**src/rtl/afx_pkg.sv**
```systemverilog
// Shared constants and types for the asynchronous FIFO host controller.
package afx_pkg;

  // ---------------------------------------------------------------------------
  // Widths
  // ---------------------------------------------------------------------------
  localparam int DATA_W = 9;
  localparam int CNT_W  = 4;

  // ---------------------------------------------------------------------------
  // Times in ns and their cycle counts at 250 MHz
  // ---------------------------------------------------------------------------
  localparam int CLK_NS        = 4;
  localparam int WR_LOW_NS     = 30;
  localparam int RD_LOW_NS     = 30;
  localparam int REC_NS        = 10;
  localparam int RS_LOW_NS     = 30;
  localparam int RT_LOW_NS     = 30;
  // Least times, so each count rounds up.
  localparam int WR_LOW_CYC    = (WR_LOW_NS + CLK_NS - 1) / CLK_NS;
  localparam int RD_LOW_CYC    = (RD_LOW_NS + CLK_NS - 1) / CLK_NS;
  localparam int REC_CYC       = (REC_NS + CLK_NS - 1) / CLK_NS;
  localparam int RS_LOW_CYC    = (RS_LOW_NS + CLK_NS - 1) / CLK_NS;
  localparam int RT_LOW_CYC    = (RT_LOW_NS + CLK_NS - 1) / CLK_NS;

  // ---------------------------------------------------------------------------
  // Controller states and strobe phases
  // ---------------------------------------------------------------------------
  typedef enum logic [2:0] {
    S_RST  = 3'h0,
    S_IDLE = 3'h1,
    S_WR   = 3'h3,
    S_RD   = 3'h2,
    S_RT   = 3'h6
  } afx_state_t;

  typedef enum logic [1:0] {
    P_ARM = 2'h0,
    P_LOW = 2'h1,
    P_REC = 2'h3
  } afx_phase_t;

endpackage

```
**src/rtl/afx_tmr_if.sv**
```systemverilog
// Load and expiry signals between the controller and its phase timer.
`timescale 1ns/100ps
`default_nettype none
interface afx_tmr_if;
  import afx_pkg::*;
  logic             load;
  logic [CNT_W-1:0] value;
  logic             zero;
  modport ctl (output load, output value, input zero);
  modport tmr (input load, input value, output zero);
endinterface
`default_nettype wire

```
**src/rtl/afx_host.sv**
```systemverilog
// Host controller that drives an asynchronous 9-bit FIFO through its pins.
//
// Overview of operation
// - Standalone ties expansion input low; chained devices take previous expansion output.
// - In a chain only the first device has first-load held low.
// - In a chain each expansion output feeds the next expansion input.
// - In a chain empty flags and full flags are combined externally.
// - Width expansion wires controls in parallel; flags come from any device.
// - Writer toggles write strobe only while full is inactive.
// - Both strobes stay high around the rising edge of reset.
// - Writer watches full, reader watches empty.
`timescale 1ns/100ps
`default_nettype none
module afx_host
  import afx_pkg::*;
#(
  parameter bit STANDALONE   = 1'b1,
  parameter bit FIRST_DEVICE = 1'b1
)
(
  input  wire logic              clock_i,
  input  wire logic              rst_i,
  input  wire logic              wr_req_i,
  input  wire logic [DATA_W-1:0] wr_data_i,
  input  wire logic              rd_req_i,
  input  wire logic              rt_req_i,
  input  wire logic              full_n_i,
  input  wire logic              empty_n_i,
  input  wire logic              expand_out_or_half_full_i,
  input  wire logic [DATA_W-1:0] data_out_bus_i,
  output logic                   ready_o,
  output logic                   wr_ack_o,
  output logic                   rd_valid_o,
  output logic [DATA_W-1:0]      rd_data_o,
  output logic                   full_o,
  output logic                   empty_o,
  output logic                   half_full_o,
  output logic                   write_n_o,
  output logic                   read_n_o,
  output logic [DATA_W-1:0]      data_in_bus_o,
  output logic                   reset_in_n_o,
  output logic                   first_load_or_retransmit_n_o,
  output logic                   expansion_in_n_o
);

  // ---------------------------------------------------------------------------
  // State
  // ---------------------------------------------------------------------------
  typedef struct packed {
    afx_state_t        st;
    afx_phase_t        ph;
    logic              ready;
    logic              wr_ack;
    logic              rd_valid;
    logic [DATA_W-1:0] rd_data;
    logic              full;
    logic              empty;
    logic              half;
    logic              wr_n;
    logic              rd_n;
    logic [DATA_W-1:0] din;
    logic              rs_n;
    logic              flrt_n;
  } afx_host_st_t;

  // Outside a chain the shared pin is retransmit and idles high; in a chain
  // it is first-load, low only on the head device.
  localparam logic FLRT_IDLE = STANDALONE ? 1'b1 : !FIRST_DEVICE;

  localparam afx_host_st_t RST_VAL = '{
    st: S_RST, ph: P_ARM, ready: 1'b0, wr_ack: 1'b0, rd_valid: 1'b0,
    rd_data: '0, full: 1'b0, empty: 1'b1, half: 1'b0, wr_n: 1'b1,
    rd_n: 1'b1, din: '0, rs_n: 1'b0, flrt_n: FLRT_IDLE};

  afx_host_st_t s_r;
  afx_host_st_t s_nxt;
  afx_tmr_if    tif ();

  afx_timer u_timer (
    .clock_i (clock_i),
    .rst_i   (rst_i),
    .tif     (tif)
  );

  // ---------------------------------------------------------------------------
  // Sequencer
  // ---------------------------------------------------------------------------
  always_comb
  begin
    s_nxt          = s_r;
    s_nxt.wr_ack   = 1'b0;
    s_nxt.rd_valid = 1'b0;
    tif.load       = 1'b0;
    tif.value      = '0;
    // Flags are only trusted once the device has left reset.
    if (s_r.st != S_RST)
    begin
      // One device is watched; composite flags of a chain or a wide array
      // are formed outside and brought in on these same pins.
      s_nxt.full  = !full_n_i;
      s_nxt.empty = !empty_n_i;
      // The shared pin carries the expansion pulse in a chain, so no half-full there.
      s_nxt.half  = STANDALONE && !expand_out_or_half_full_i;
    end
    unique case (s_r.st)
      S_RST:
      begin
        unique case (s_r.ph)
          P_ARM:
          begin
            tif.load  = 1'b1;
            tif.value = CNT_W'(RS_LOW_CYC - 1);
            s_nxt.ph  = P_LOW;
          end
          P_LOW:
          begin
            if (tif.zero)
            begin
              // Strobes are already high and stay so through recovery.
              s_nxt.rs_n = 1'b1;
              tif.load   = 1'b1;
              tif.value  = CNT_W'(REC_CYC - 1);
              s_nxt.ph   = P_REC;
            end
          end
          default:
          begin
            if (tif.zero)
            begin
              s_nxt.st    = S_IDLE;
              s_nxt.ph    = P_ARM;
              s_nxt.ready = 1'b1;
            end
          end
        endcase
      end
      S_IDLE:
      begin
        // Write first, then read, then retransmit; write waits on full, read on empty, retransmit on no flag.
        if (wr_req_i && full_n_i)
        begin
          s_nxt.st    = S_WR;
          s_nxt.ph    = P_LOW;
          s_nxt.ready = 1'b0;
          s_nxt.wr_n  = 1'b0;
          s_nxt.din   = wr_data_i;
          tif.load    = 1'b1;
          tif.value   = CNT_W'(WR_LOW_CYC - 1);
        end
        else if (rd_req_i && empty_n_i)
        begin
          s_nxt.st    = S_RD;
          s_nxt.ph    = P_LOW;
          s_nxt.ready = 1'b0;
          s_nxt.rd_n  = 1'b0;
          tif.load    = 1'b1;
          tif.value   = CNT_W'(RD_LOW_CYC - 1);
        end
        else if (rt_req_i && STANDALONE)
        begin
          s_nxt.st     = S_RT;
          s_nxt.ph     = P_LOW;
          s_nxt.ready  = 1'b0;
          s_nxt.flrt_n = 1'b0;
          tif.load     = 1'b1;
          tif.value    = CNT_W'(RT_LOW_CYC - 1);
        end
      end
      default:
      begin
        if (s_r.ph == P_LOW && tif.zero)
        begin
          // The word is latched by the device at this rising edge.
          if (s_r.st == S_WR)
          begin
            s_nxt.wr_ack = 1'b1;
          end
          // Bus is only valid while the read strobe is low.
          if (s_r.st == S_RD)
          begin
            s_nxt.rd_data  = data_out_bus_i;
            s_nxt.rd_valid = 1'b1;
          end
          s_nxt.wr_n   = 1'b1;
          s_nxt.rd_n   = 1'b1;
          s_nxt.flrt_n = FLRT_IDLE;
          s_nxt.ph     = P_REC;
          tif.load     = 1'b1;
          tif.value    = CNT_W'(REC_CYC - 1);
        end
        else if (s_r.ph != P_LOW && tif.zero)
        begin
          s_nxt.st    = S_IDLE;
          s_nxt.ph    = P_ARM;
          s_nxt.ready = 1'b1;
        end
      end
    endcase
  end

  always_ff @(posedge clock_i)
  begin
    if (rst_i)
    begin
      s_r <= RST_VAL;
    end
    else
    begin
      s_r <= s_nxt;
    end
  end

  // ---------------------------------------------------------------------------
  // Outputs
  // ---------------------------------------------------------------------------
  assign ready_o                      = s_r.ready;
  assign wr_ack_o                     = s_r.wr_ack;
  assign rd_valid_o                   = s_r.rd_valid;
  assign rd_data_o                    = s_r.rd_data;
  assign full_o                       = s_r.full;
  assign empty_o                      = s_r.empty;
  assign half_full_o                  = s_r.half;
  assign write_n_o                    = s_r.wr_n;
  assign read_n_o                     = s_r.rd_n;
  assign data_in_bus_o                = s_r.din;
  assign reset_in_n_o                 = s_r.rs_n;
  assign first_load_or_retransmit_n_o = s_r.flrt_n;
  // Constant pin; driven low when standalone, driven high in a chain, where the device takes the prior device's expansion output.
  assign expansion_in_n_o             = !STANDALONE;

  // ---------------------------------------------------------------------------
  // Checks
  // ---------------------------------------------------------------------------
  AST_WR_NOT_FULL: assert property (@(posedge clock_i) disable iff (rst_i)
    $fell(write_n_o) |-> $past(full_n_i)) else $error("Write began on full.");
  AST_RD_NOT_EMPTY: assert property (@(posedge clock_i) disable iff (rst_i)
    $fell(read_n_o) |-> $past(empty_n_i)) else $error("Read began on empty.");
  AST_RS_STROBES_HIGH: assert property (@(posedge clock_i) disable iff (rst_i)
    $rose(reset_in_n_o) |-> (write_n_o && read_n_o)[*3])
    else $error("Strobe moved around reset release.");
  AST_WR_WIDTH: assert property (@(posedge clock_i) disable iff (rst_i)
    $fell(write_n_o) |-> !write_n_o[*8] ##1 write_n_o)
    else $error("Write strobe width wrong.");
  AST_WR_ACK: assert property (@(posedge clock_i) disable iff (rst_i)
    $rose(write_n_o) |-> wr_ack_o) else $error("Write ack not at strobe rise.");
  AST_RD_SAMPLE: assert property (@(posedge clock_i) disable iff (rst_i)
    rd_valid_o |-> $past(!read_n_o, 1) && read_n_o) else $error("Read sampled off strobe.");
  AST_RT_QUIET: assert property (@(posedge clock_i) disable iff (rst_i)
    (STANDALONE && !first_load_or_retransmit_n_o) |-> (write_n_o && read_n_o))
    else $error("Strobe active during retransmit.");
  AST_NO_RT_CHAIN: assert property (@(posedge clock_i) disable iff (rst_i)
    !STANDALONE |-> (first_load_or_retransmit_n_o == !FIRST_DEVICE) && !half_full_o)
    else $error("Retransmit or half-full used in a chain.");
  AST_ONE_STROBE: assert property (@(posedge clock_i) disable iff (rst_i)
    !(!write_n_o && !read_n_o)) else $error("Both strobes low.");

endmodule
`default_nettype wire

```
**src/rtl/afx_timer.sv**
```systemverilog
// Down counter that times the low and recovery phases of the strobes.
`timescale 1ns/100ps
`default_nettype none
module afx_timer
  import afx_pkg::*;
(
  input  wire logic clock_i,
  input  wire logic rst_i,
  afx_tmr_if.tmr    tif
);

  typedef struct packed {
    logic [CNT_W-1:0] cnt;
  } afx_tmr_st_t;

  afx_tmr_st_t st_r;
  afx_tmr_st_t st_nxt;

  always_comb
  begin
    st_nxt = st_r;
    if (tif.load)
    begin
      st_nxt.cnt = tif.value;
    end
    else if (st_r.cnt != '0)
    begin
      st_nxt.cnt = st_r.cnt - CNT_W'(1);
    end
  end

  always_ff @(posedge clock_i)
  begin
    if (rst_i)
    begin
      st_r <= '0;
    end
    else
    begin
      st_r <= st_nxt;
    end
  end

  assign tif.zero = (st_r.cnt == '0);

  AST_TMR_COUNTS_DOWN: assert property (@(posedge clock_i) disable iff (rst_i)
    (!tif.load && st_r.cnt != '0) |=> (st_r.cnt == $past(st_r.cnt) - CNT_W'(1)))
    else $error("Phase timer did not count down.");

endmodule
`default_nettype wire

```
**config.mk**
```make
export PLATFORM = sky130hd
export DESIGN_NAME = afx_host
export DESIGN_NICKNAME = d
export VERILOG_FILES = /design/src/rtl/afx_pkg.sv /design/src/rtl/afx_tmr_if.sv /design/src/rtl/afx_host.sv /design/src/rtl/afx_timer.sv
export SDC_FILE = /design/constraint.sdc
export NUM_CORES = 1
export LEC_CHECK = 0
export BUFFER_PORTS_ARGS = -buffer_cell sky130_fd_sc_hd__clkbuf_2
export CAP_MARGIN = 0
export CORE_MARGIN = 2
export CORE_UTILIZATION = 54
export DETAILED_ROUTE_END_ITERATION = 16
export GPL_TIMING_DRIVEN = 0
export PLACE_DENSITY = 0.94
export SLEW_MARGIN = 20
export SYNTH_ARGS = -nofsm -noshare
export SYNTH_HDL_FRONTEND = slang
export SYNTH_SLANG_ARGS = --single-unit
```
**constraint.sdc**
```tcl
create_clock -name clock_i -period 4.2 [get_ports clock_i]
set_input_delay 0.42 -clock clock_i [delete_from_list [all_inputs] [get_ports clock_i]]
set_output_delay 0.42 -clock clock_i [all_outputs]
set_load 0.02 [all_outputs]
```
== Yosys cells after proc, flatten, opt, wreduce, memory -nomap -nowiden ==
Index checks and enable logic that the tools add are counted.
Storage, ports and cells
  register bits: 37
  bits of input ports: 26
  output and inout port bits: 29
  word-level logic and storage cells: 103
Operators by class
  $add $sub $neg: 1
  equality and inequality tests: 16
  multiplexer cells: 41
  bitwise logic cells: 3
  reduce and logical (&&, ||, !) cells: 27
Operators with widths (count)
  6-bit 2-to-1 mux: 5
  1-bit 2-to-1 mux: 15
  3-bit 2-to-1 mux: 5
  2-bit != test (second input constant): 7
  6-bit one-hot mux with 2 select lines: 1
  10-bit 2-to-1 mux: 1
  2-bit 2-to-1 mux: 5
  5-bit AND reduction: 2
  3-bit AND reduction: 3
  4-bit 2-to-1 mux: 2
  2-bit one-hot mux with 2 select lines: 2
  4-bit one-hot mux with 2 select lines: 1
  4-bit AND reduction: 2
  4-bit nonzero test: 2
  3-bit by 2-bit equality test with 1-bit output (second input constant): 2
  1-bit one-hot mux with 2 select lines: 3
  3-bit one-hot mux with 2 select lines: 1
  3-bit nonzero test: 2
  1-bit logical AND: 4
  4-bit logical NOT: 1
  4-bit != test (second input constant): 1
  2-bit nonzero test: 2
  2-bit OR reduction: 2
  4-bit OR reduction: 1
  other kinds (12): 16

== Logic depth before layout (Yosys ltp) ==
Gate-level depths: netlist (run 1).
  depth in word-level cells: 5
  depth in mapped cells: 7
  depth with buffers taken out: 6

== Hierarchy ==
From an unflattened synthesis (run 1), not the netlist that was laid out.
Unflattened totals
  cell total of the unflattened synthesis: 173
  area, all modules: 1641.6 um^2
Modules (own cells, without submodules)
  afx_host: times used 1, cells an instance 149, area each 1412.6 um^2, seq. area each 660.6 um^2
  afx_timer: times used 1, cells an instance 24, area each 229.0 um^2, seq. area each 80.1 um^2

== Worst setup path after synthesis (run 1) ==
Ideal clock, no wire load.
  kind: register -> register
  start point: reg u_timer.st_r[0] in the netlist's numbering
  end point: reg s_r, in the netlist rd_data_o[0]
  library setup time: 0.128 ns
  arrival: 1.623 ns
  required time: 4.072 ns
  setup slack: 2.449 ns
  stages on the path, launching flop included: 8
  buffers on the path: 1
  period minus slack after synthesis: 1.751 ns
  cells stage by stage: dfxtp_1 > inv_1 > ha_1 > or3b_4 > nor4_4 > buf_6 > mux2i_1 > nor2_1
Between the ends
  word-level cells in the longest chain between the ends: 3
RTL lines
  start: declaration: RTL line afx_timer.sv:16  | afx_tmr_st_t st_r;
  start signal: assignment: RTL line afx_timer.sv:40  | st_r <= st_nxt;
  4-bit logical NOT: RTL line afx_timer.sv:44  | assign tif.zero = (st_r.cnt == '0);
  1-bit logical AND: RTL line afx_host.sv:171  | if (s_r.ph == P_LOW && tif.zero)
  3-bit AND reduction (no source line)
  end signal: assignment: RTL line afx_host.sv:209  | s_r <= s_nxt;
  end: declaration: RTL line afx_host.sv:75  | afx_host_st_t s_r;
Every way passes these cells.
A chain may end at the register's enable or synchronous reset.

== Final worst setup path (run 1) ==
  start point: reg u_timer.st_r[0] in the netlist's numbering
  end point: reg s_r, in the netlist rd_data_o[7]
The elaborated chain is that of the path after synthesis.

==> results.md, run 1 <==
* Post-CTS Hold Fix Bufs at 0
* Gr ovfl total at 0
* Pre-antenna DRT Iters at 5
* Synth Instances at slightly below 200
* CTS tree: built
* M1 wire length at 1.49 mm
* Post-CTS setup buffers at 0
* Total negative slack at 0 ns
* CP max FO at 9
* DRC errors left at 0
* Combinational family with the most area after synthesis: simple AND/OR/NAND/NOR gates
* Status: complete, no violations
* Crit path kind: register to register
* Vias per cell at 4.99
* Highest Signal Layer: met4
* P&R area growth vs syn at 23.8%
* Reg clk slew, reported paths at 0.12 ns
* Core Box Area at 3030 um2
* Logic pwr share at 34.9%
* Cell Area, Synth at 1700 um2
* Switch share at 35.2%
* Die Span X at 60.1 um
* RSZ-0062 raised after global routing: no
* Worst-Skew Late Latency at between 0.3 and 0.4 ns
* Most frequent cell after synthesis: dfxtp_1
* Final Wtd Congestion at 0.791
* Final ANT Viol Nets at 0
* Adder-cell area share of the yosys netlist at 0.736%
* Internal power at slightly below 0.7 mW
* Total GRT Usage at 20.7%
* Avg Cell Area, Syn at 8.76 um2
* Psw at 0.371 mW
* Max Cap Viol at 0
* Share of cells above drive strength 1 at a little under two fifths
* Routed length on met2 at 1.75 mm
* Starting density of the core at 56.2%
* H-tree depth at 2
* Pins Over Slew Limit at 0
* FF-to-FF setup slack at approximately 2.3 ns
* Antenna Diode Count at 0
* Pwr per Cell Area at 502 nW/um2
* Port Buf Inserts at 53
* Multi-input gate area at 744 um2
* Final wirelength at 3.53 mm
* HPWL after DPL at between 2 and 3 mm
* Top post-synthesis cells by area: dfxtp_1 44%, buf_4 9.3%, nand2_1 6.8%
* Critical path, cell by cell: inv_1 > ha_1 > or3b_4 > nor4_4 > buf_6 > mux2i_1 > nor2_1
* Hold WS at 0.243 ns
* Post-Synth Simple-Gate Area at 21.3%
* Mux contribution to synthesized area at between 6 and 7%
* Post-CTS sizing at 0
* Post-route minimum period at 1.94 ns
* DR vias at 1,492
* Die Y at roughly 60 um
* Routed len/inst at 11.8 um
* Layout Nets at 281
* CP top delay family: simple AND/OR/NAND/NOR gates
* XOR/XNOR Fraction of Synth Area at 0%
* Met3 Wirelength at 227 um
* Peak supply drop at 0.000320 V
* Min-Delay Path Class: primary input to register
* First-pass GRT wire length at 5.55 mm
* Fillers at 250
* Yosys cell types at 39
* Lkg Pwr at 0.970 nW
* Warning count from the yosys run at 0
* Storage element area at between 700 and 800 um2
* Root Buffer: clkbuf_4
* Clock skew at 0.00711 ns
* Synth top area share at 43.6%
* Clk sinks at 37
* Area leader, netlist: dfxtp_1
* Largest net degree at the start of global routing at 14
* Vias in the first global route at about 1,300
* Synth Area in Compound Gates at around 15%
* Worst Path Arrival at 2.18 ns
* Fmax at 516 MHz
* Final period utilization at 46.2%
* FP Rows at 20
* CP startpoint kind: register
* EDFF count, synth at 0
* Final setup violation count at 0
* Longest Clk Path Bufs at 2
* Post-layout util at a little over two thirds
* Highest-delay cell along the critical path: or3b_4
* Async S/R FF share, synth at 0%
* Clk pwr share at 23.7%
* Critical path endpoint category: register
* IO Count at 55
* Ys flop type: dfxtp_1
* Synth cell count leaders: 37 x dfxtp_1, 31 x nand2_1, 21 x buf_4
* Flop pwr share at 41.4%
* Synth Register Bits at 37
* Inserted Clock Buffers at 5
* Initial detailed-routing violation count at 47
* Die area at 3610 um2
* Required time of the critical path at about 4.4 ns
* Initial antenna violation count at 0
* Crit path buf inv count at 2
* CP peak stage delay at 0.44 ns
* Synth Net Count at about 220
* Fin. Hold Viols at 0
* Sequential area share after synthesis at 43.6%
-- state kept, by name (all words and copies together), names as in the netlist --
| name | cells |
|---|---|
| half_full_o | 1 |
| rd_data_o | 9 |
| read_n_o | 1 |
| rd_valid_o | 1 |
| wr_ack_o | 1 |
| write_n_o | 1 |
| u_timer.st_r | 4 |
| empty_o | 1 |
| ready_o | 1 |
| first_load_or_retransmit_n_o | 1 |
| s_r | 5 |
| full_o | 1 |
| data_in_bus_o | 9 |
| reset_in_n_o | 1 |
-- worst register-to-register path: cells and delay by family, from the launching register on --
kind	cells	cell delay [ns]
simple gates	3	0.79
flops	1	0.33
buf+inv	2	0.29
mux	1	0.24
fa+ha+maj	1	0.20
-- power groups by stage --
stage	sequential, mW	clock (mW)	combinational [mW]
2_1_floorplan	0.460	0	0.260
3_3_place_gp	0.441	0	0.355
3_5_place_dp	0.445	0	0.366
4_1_cts	0.437	0.252	0.370
5_1_grt	0.444	0.263	0.409
6_report	0.437	0.250	0.368
-- logic make-up after synthesis --
| group | after synthesis |
|---|---|
| adder cells (fa/ha/maj) | 1 |
| flip-flops | 37 |
| AND/OR/NAND/NOR | 72 |
| buffers and inverters | 32 |
| AO/OA/AOI/OAI | 40 |
| multiplexers | 11 |
| other | 1 |
-- area by class of cell --
cell class	count	share of cell area, %
sequential	37	35.2
clock inverter	3	2.20
tap	44	2.62
inverter	4	0.713
timing repair buffer	53	12.6
multi-input combinational	125	35.4
clock buffer	5	1.78
buffer	28	9.51
-- path summary, 6_finish.rpt --
check / start / end / cells past startpoint
worst max register to register: u_timer.st_r[0] / rd_data_o[7] / 7
worst min-delay path: expand_out_or_half_full_i / half_full_o / 2
worst min register to register: data_in_bus_o[3] / data_in_bus_o[3] / 2
worst max-delay path: u_timer.st_r[0] / rd_data_o[7] / 7
-- placed cells by master (no fill, tap or decap), types with 2 or more instances in the layout --
cell and instances:
clkbuf_2 53, dfxtp_1 37, nand2_1 31, buf_4 21, nor2_1 17, a21oi_1 15, mux2i_1 11, clkbuf_4 5
inv_1 4, nand2b_1 4, clkbuf_1 4, or3_1 4, o21ai_0 4, a31oi_1 3, o211ai_1 3, a221oi_1 2
nor2b_1 2, nor3_1 2, nand3b_1 2, buf_6 2, a21o_1 2, a21oi_2 2, nand3_1 2, a211oi_1 2
o21ai_1 2
-- metrics by stage --
stage	total power [mW]	cells	setup slack, ns	cell area, um2
6_report	1.06	299	2.26	2100
5_1_grt	1.12	299	2.10	2100
4_1_cts	1.06	299	2.22	2100
3_5_place_dp	0.811	291	2.23	2020
3_3_place_gp	0.796	291	2.36	2020
2_1_floorplan	0.720	194	2.45	1700
-- metal layers --
layer | up-vias | GRT usage (%)
li1 | 767 | -
met1 | 659 | 23.9
met2 | 57 | 35.7
met3 | 9 | 6.93
met4 | 0 | 6.67
met5 | - | 0
(Power assumes the default switching activity.)
==> run 2, diff against run 1 <==
--- a/config.mk
+++ b/config.mk
@@ -8,10 +8,10 @@
 export BUFFER_PORTS_ARGS = -buffer_cell sky130_fd_sc_hd__clkbuf_2
 export CAP_MARGIN = 0
 export CORE_MARGIN = 2
-export CORE_UTILIZATION = 54
+export CORE_UTILIZATION = 50
 export DETAILED_ROUTE_END_ITERATION = 16
 export GPL_TIMING_DRIVEN = 0
-export PLACE_DENSITY = 0.94
+export PLACE_DENSITY = 0.89
 export SLEW_MARGIN = 20
 export SYNTH_ARGS = -nofsm -noshare
 export SYNTH_HDL_FRONTEND = slang
==> constraint.sdc (replaced) <==
create_clock -name clock_i -period 2 [get_ports clock_i]
set_input_delay 0.2 -clock clock_i [delete_from_list [all_inputs] [get_ports clock_i]]
set_output_delay 0.2 -clock clock_i [all_outputs]
set_load 0.02 [all_outputs]
==> run 2 against run 1 <==
  * Sequential share of layout area increased by 0.32 points
  * Critical endpoint is now first_load_or_retransmit_n_o
  * Fmax is 5.0% higher
  * Clock-buffer cell count is 2 higher
  * Highest routed layer unchanged
  * Via count fell by 2.5%
==> results.md, run 2 (synthesis results as in run 1) <==
* Critical R2R Capture: first_load_or_retransmit_n_o
* Pins Over Slew Limit at 0
* Hold WS at 0.0459 ns
* Initial detailed-routing violation count at 34
* Lkg Pwr at 0.965 nW
* Cell count of the worst reg-to-reg path at 6
* Switch share at 35.4%
* Longest Clk Path Bufs at 2
* Post-CTS setup buffers at 0
* Max Cap Viol at 0
* Reg clk slew, reported paths at ~0.1 ns
* Final setup violation count at 0
* Most frequent cells in the layout: 53 x clkbuf_2, 37 x dfxtp_1, 31 x nand2_1
* Critical path endpoint category: register
* Die Span X at 62.3 um
* Worst Path Arrival at 2.08 ns
* Initial antenna violation count at 0
* Largest net degree at the start of global routing at 11
* CTS tree: built
* Crit path from: u_timer.st_r[0]
* Fmax at about 540 MHz
* Hold Crit Endpoint: half_full_o
* Die area at 3880 um2
* DRC errors left at 0
* Post-route minimum period at 1.85 ns
* Min-Delay Path Class: primary input to register
* H-tree depth at 2
* IO Count at 55
* Logic pwr share at 37.1%
* Total GRT Usage at 18.6%
* Inserted Clock Buffers at 5
* Hold path depth at 2
* Clk sinks at 37
* Final period utilization at 92.4%
* Flop pwr share at 44.1%
* Final wirelength at 3.35 mm
* Peak supply drop at 0.000519 V
* Final ANT Viol Nets at 0
* R2r startpoint: u_timer.st_r[0]
* Share of cells above drive strength 1 at 36.5%
* Fillers at 294
* Total negative slack at 0 ns
* Core Box Area at 3310 um2
* Most common cell after layout, fill and taps aside: clkbuf_2
* Required time of the critical path at 2.23 ns
* Internal power at ~1.3 mW
* Vias per cell at 4.83
* P&R area growth vs syn at 22.7%
* Antenna Diode Count at 0
* Starting density of the core at between 50 and 60%
* Worst-Skew Late Latency at 0.34 ns
* First-pass GRT wire length at 5.85 mm
* Routed len/inst at 11.1 um
* FP Rows at 21
* Crit path kind: register to register
* Port Buf Inserts at 53
* RSZ-0062 raised after global routing: no
* Root Buffer: clkbuf_4
* Final Wtd Congestion at 0.929
* Fin. Hold Viols at 0
* Pre-antenna DRT Iters at 4
* Clock skew at 0.00909 ns
* Layout Nets at 282
* CP max FO at 6
* Post-CTS Hold Fix Bufs at 0
* Die Y at 62.3 um
* Pwr per Cell Area at between 900 and 1000 nW/um2
* Vias in the first global route at ~1,400
* HPWL after DPL at 2.53 mm
* Clk pwr share at 18.8%
* DR vias at about 1,500
* Gr ovfl total at 0
* CP startpoint kind: register
* FF-to-FF setup slack at approximately 0.15 ns
* Psw at 0.733 mW
* Status: complete, no violations
* HP Start: expand_out_or_half_full_i
* Post-CTS sizing at 0
[run 2: changes by cell type in the layout (fill, tap and decap cells not counted), sizes merged]
cell	previous run	this run
bufinv	1	0
clkbuf	62	64
clkinv	1	0
clkinvlp	1	0
buf	24	25
[run 2: stage by stage]
| step | util [%] | total power [mW] | cells | instance area, um2 | setup slack, ns |
|---|---|---|---|---|---|
| 2_1_floorplan | - | 1.51 | 194 | 1700 | 0.249 |
| 3_3_place_gp | 61.1 | 1.68 | 293 | 2020 | 0.147 |
| 3_5_place_dp | 61.1 | 1.70 | 293 | 2020 | 0.0983 |
| 4_1_cts | 62.8 | 2.09 | 300 | 2080 | 0.0778 |
| 5_1_grt | 63.0 | 2.21 | 301 | 2090 | 0.0230 |
| 6_report | 63.0 | 2.07 | 301 | 2090 | 0.153 |
[run 2: worst max-delay path, cell delays in order (launching register included)]
cell and delay (ns):
dfxtp_1 0.33, inv_1 0.09, ha_1 0.20, or3b_4 0.44
nor2_1 0.37, a221oi_1 0.13, nand3b_1 0.18
[run 2: power by group through the flow]
stage	clock (mW)	sequential, mW	combinational, mW
2_1_floorplan	0	0.966	0.546
3_3_place_gp	0	0.927	0.750
3_5_place_dp	0	0.932	0.767
4_1_cts	0.402	0.915	0.770
5_1_grt	0.426	0.931	0.857
6_report	0.390	0.914	0.768
[run 2: worst max path at each step]
stage,to,slack [ns],depth (start not counted)
floorplan,rd_data_o[0],0.25,7
finish,first_load_or_retransmit_n_o,0.15,6
CTS,rd_data_o[5],0.08,7
detailed placement,rd_data_o[5],0.1,7
global route,first_load_or_retransmit_n_o,0.02,6
global placement,first_load_or_retransmit_n_o,0.15,6
[run 2: metal layers]
layer  track usage [%]  wire length (um)  share of wire [%]
met1              22.8              1510                 45
met3              4.89               212                6.3
met4              5.83                44                1.3
met2              31.9              1580                 47
met5                 0                 0                  0
[run 2: final cells by class]
cell class	count	area, um2	share of cell area (%)
timing repair buffer	54	273	13.1
multi-input combinational	125	744	35.7
inverter	4	15.0	0.720
clock buffer	7	55.1	2.64
tap	46	57.6	2.76
buffer	28	200	9.60
sequential	37	741	35.5
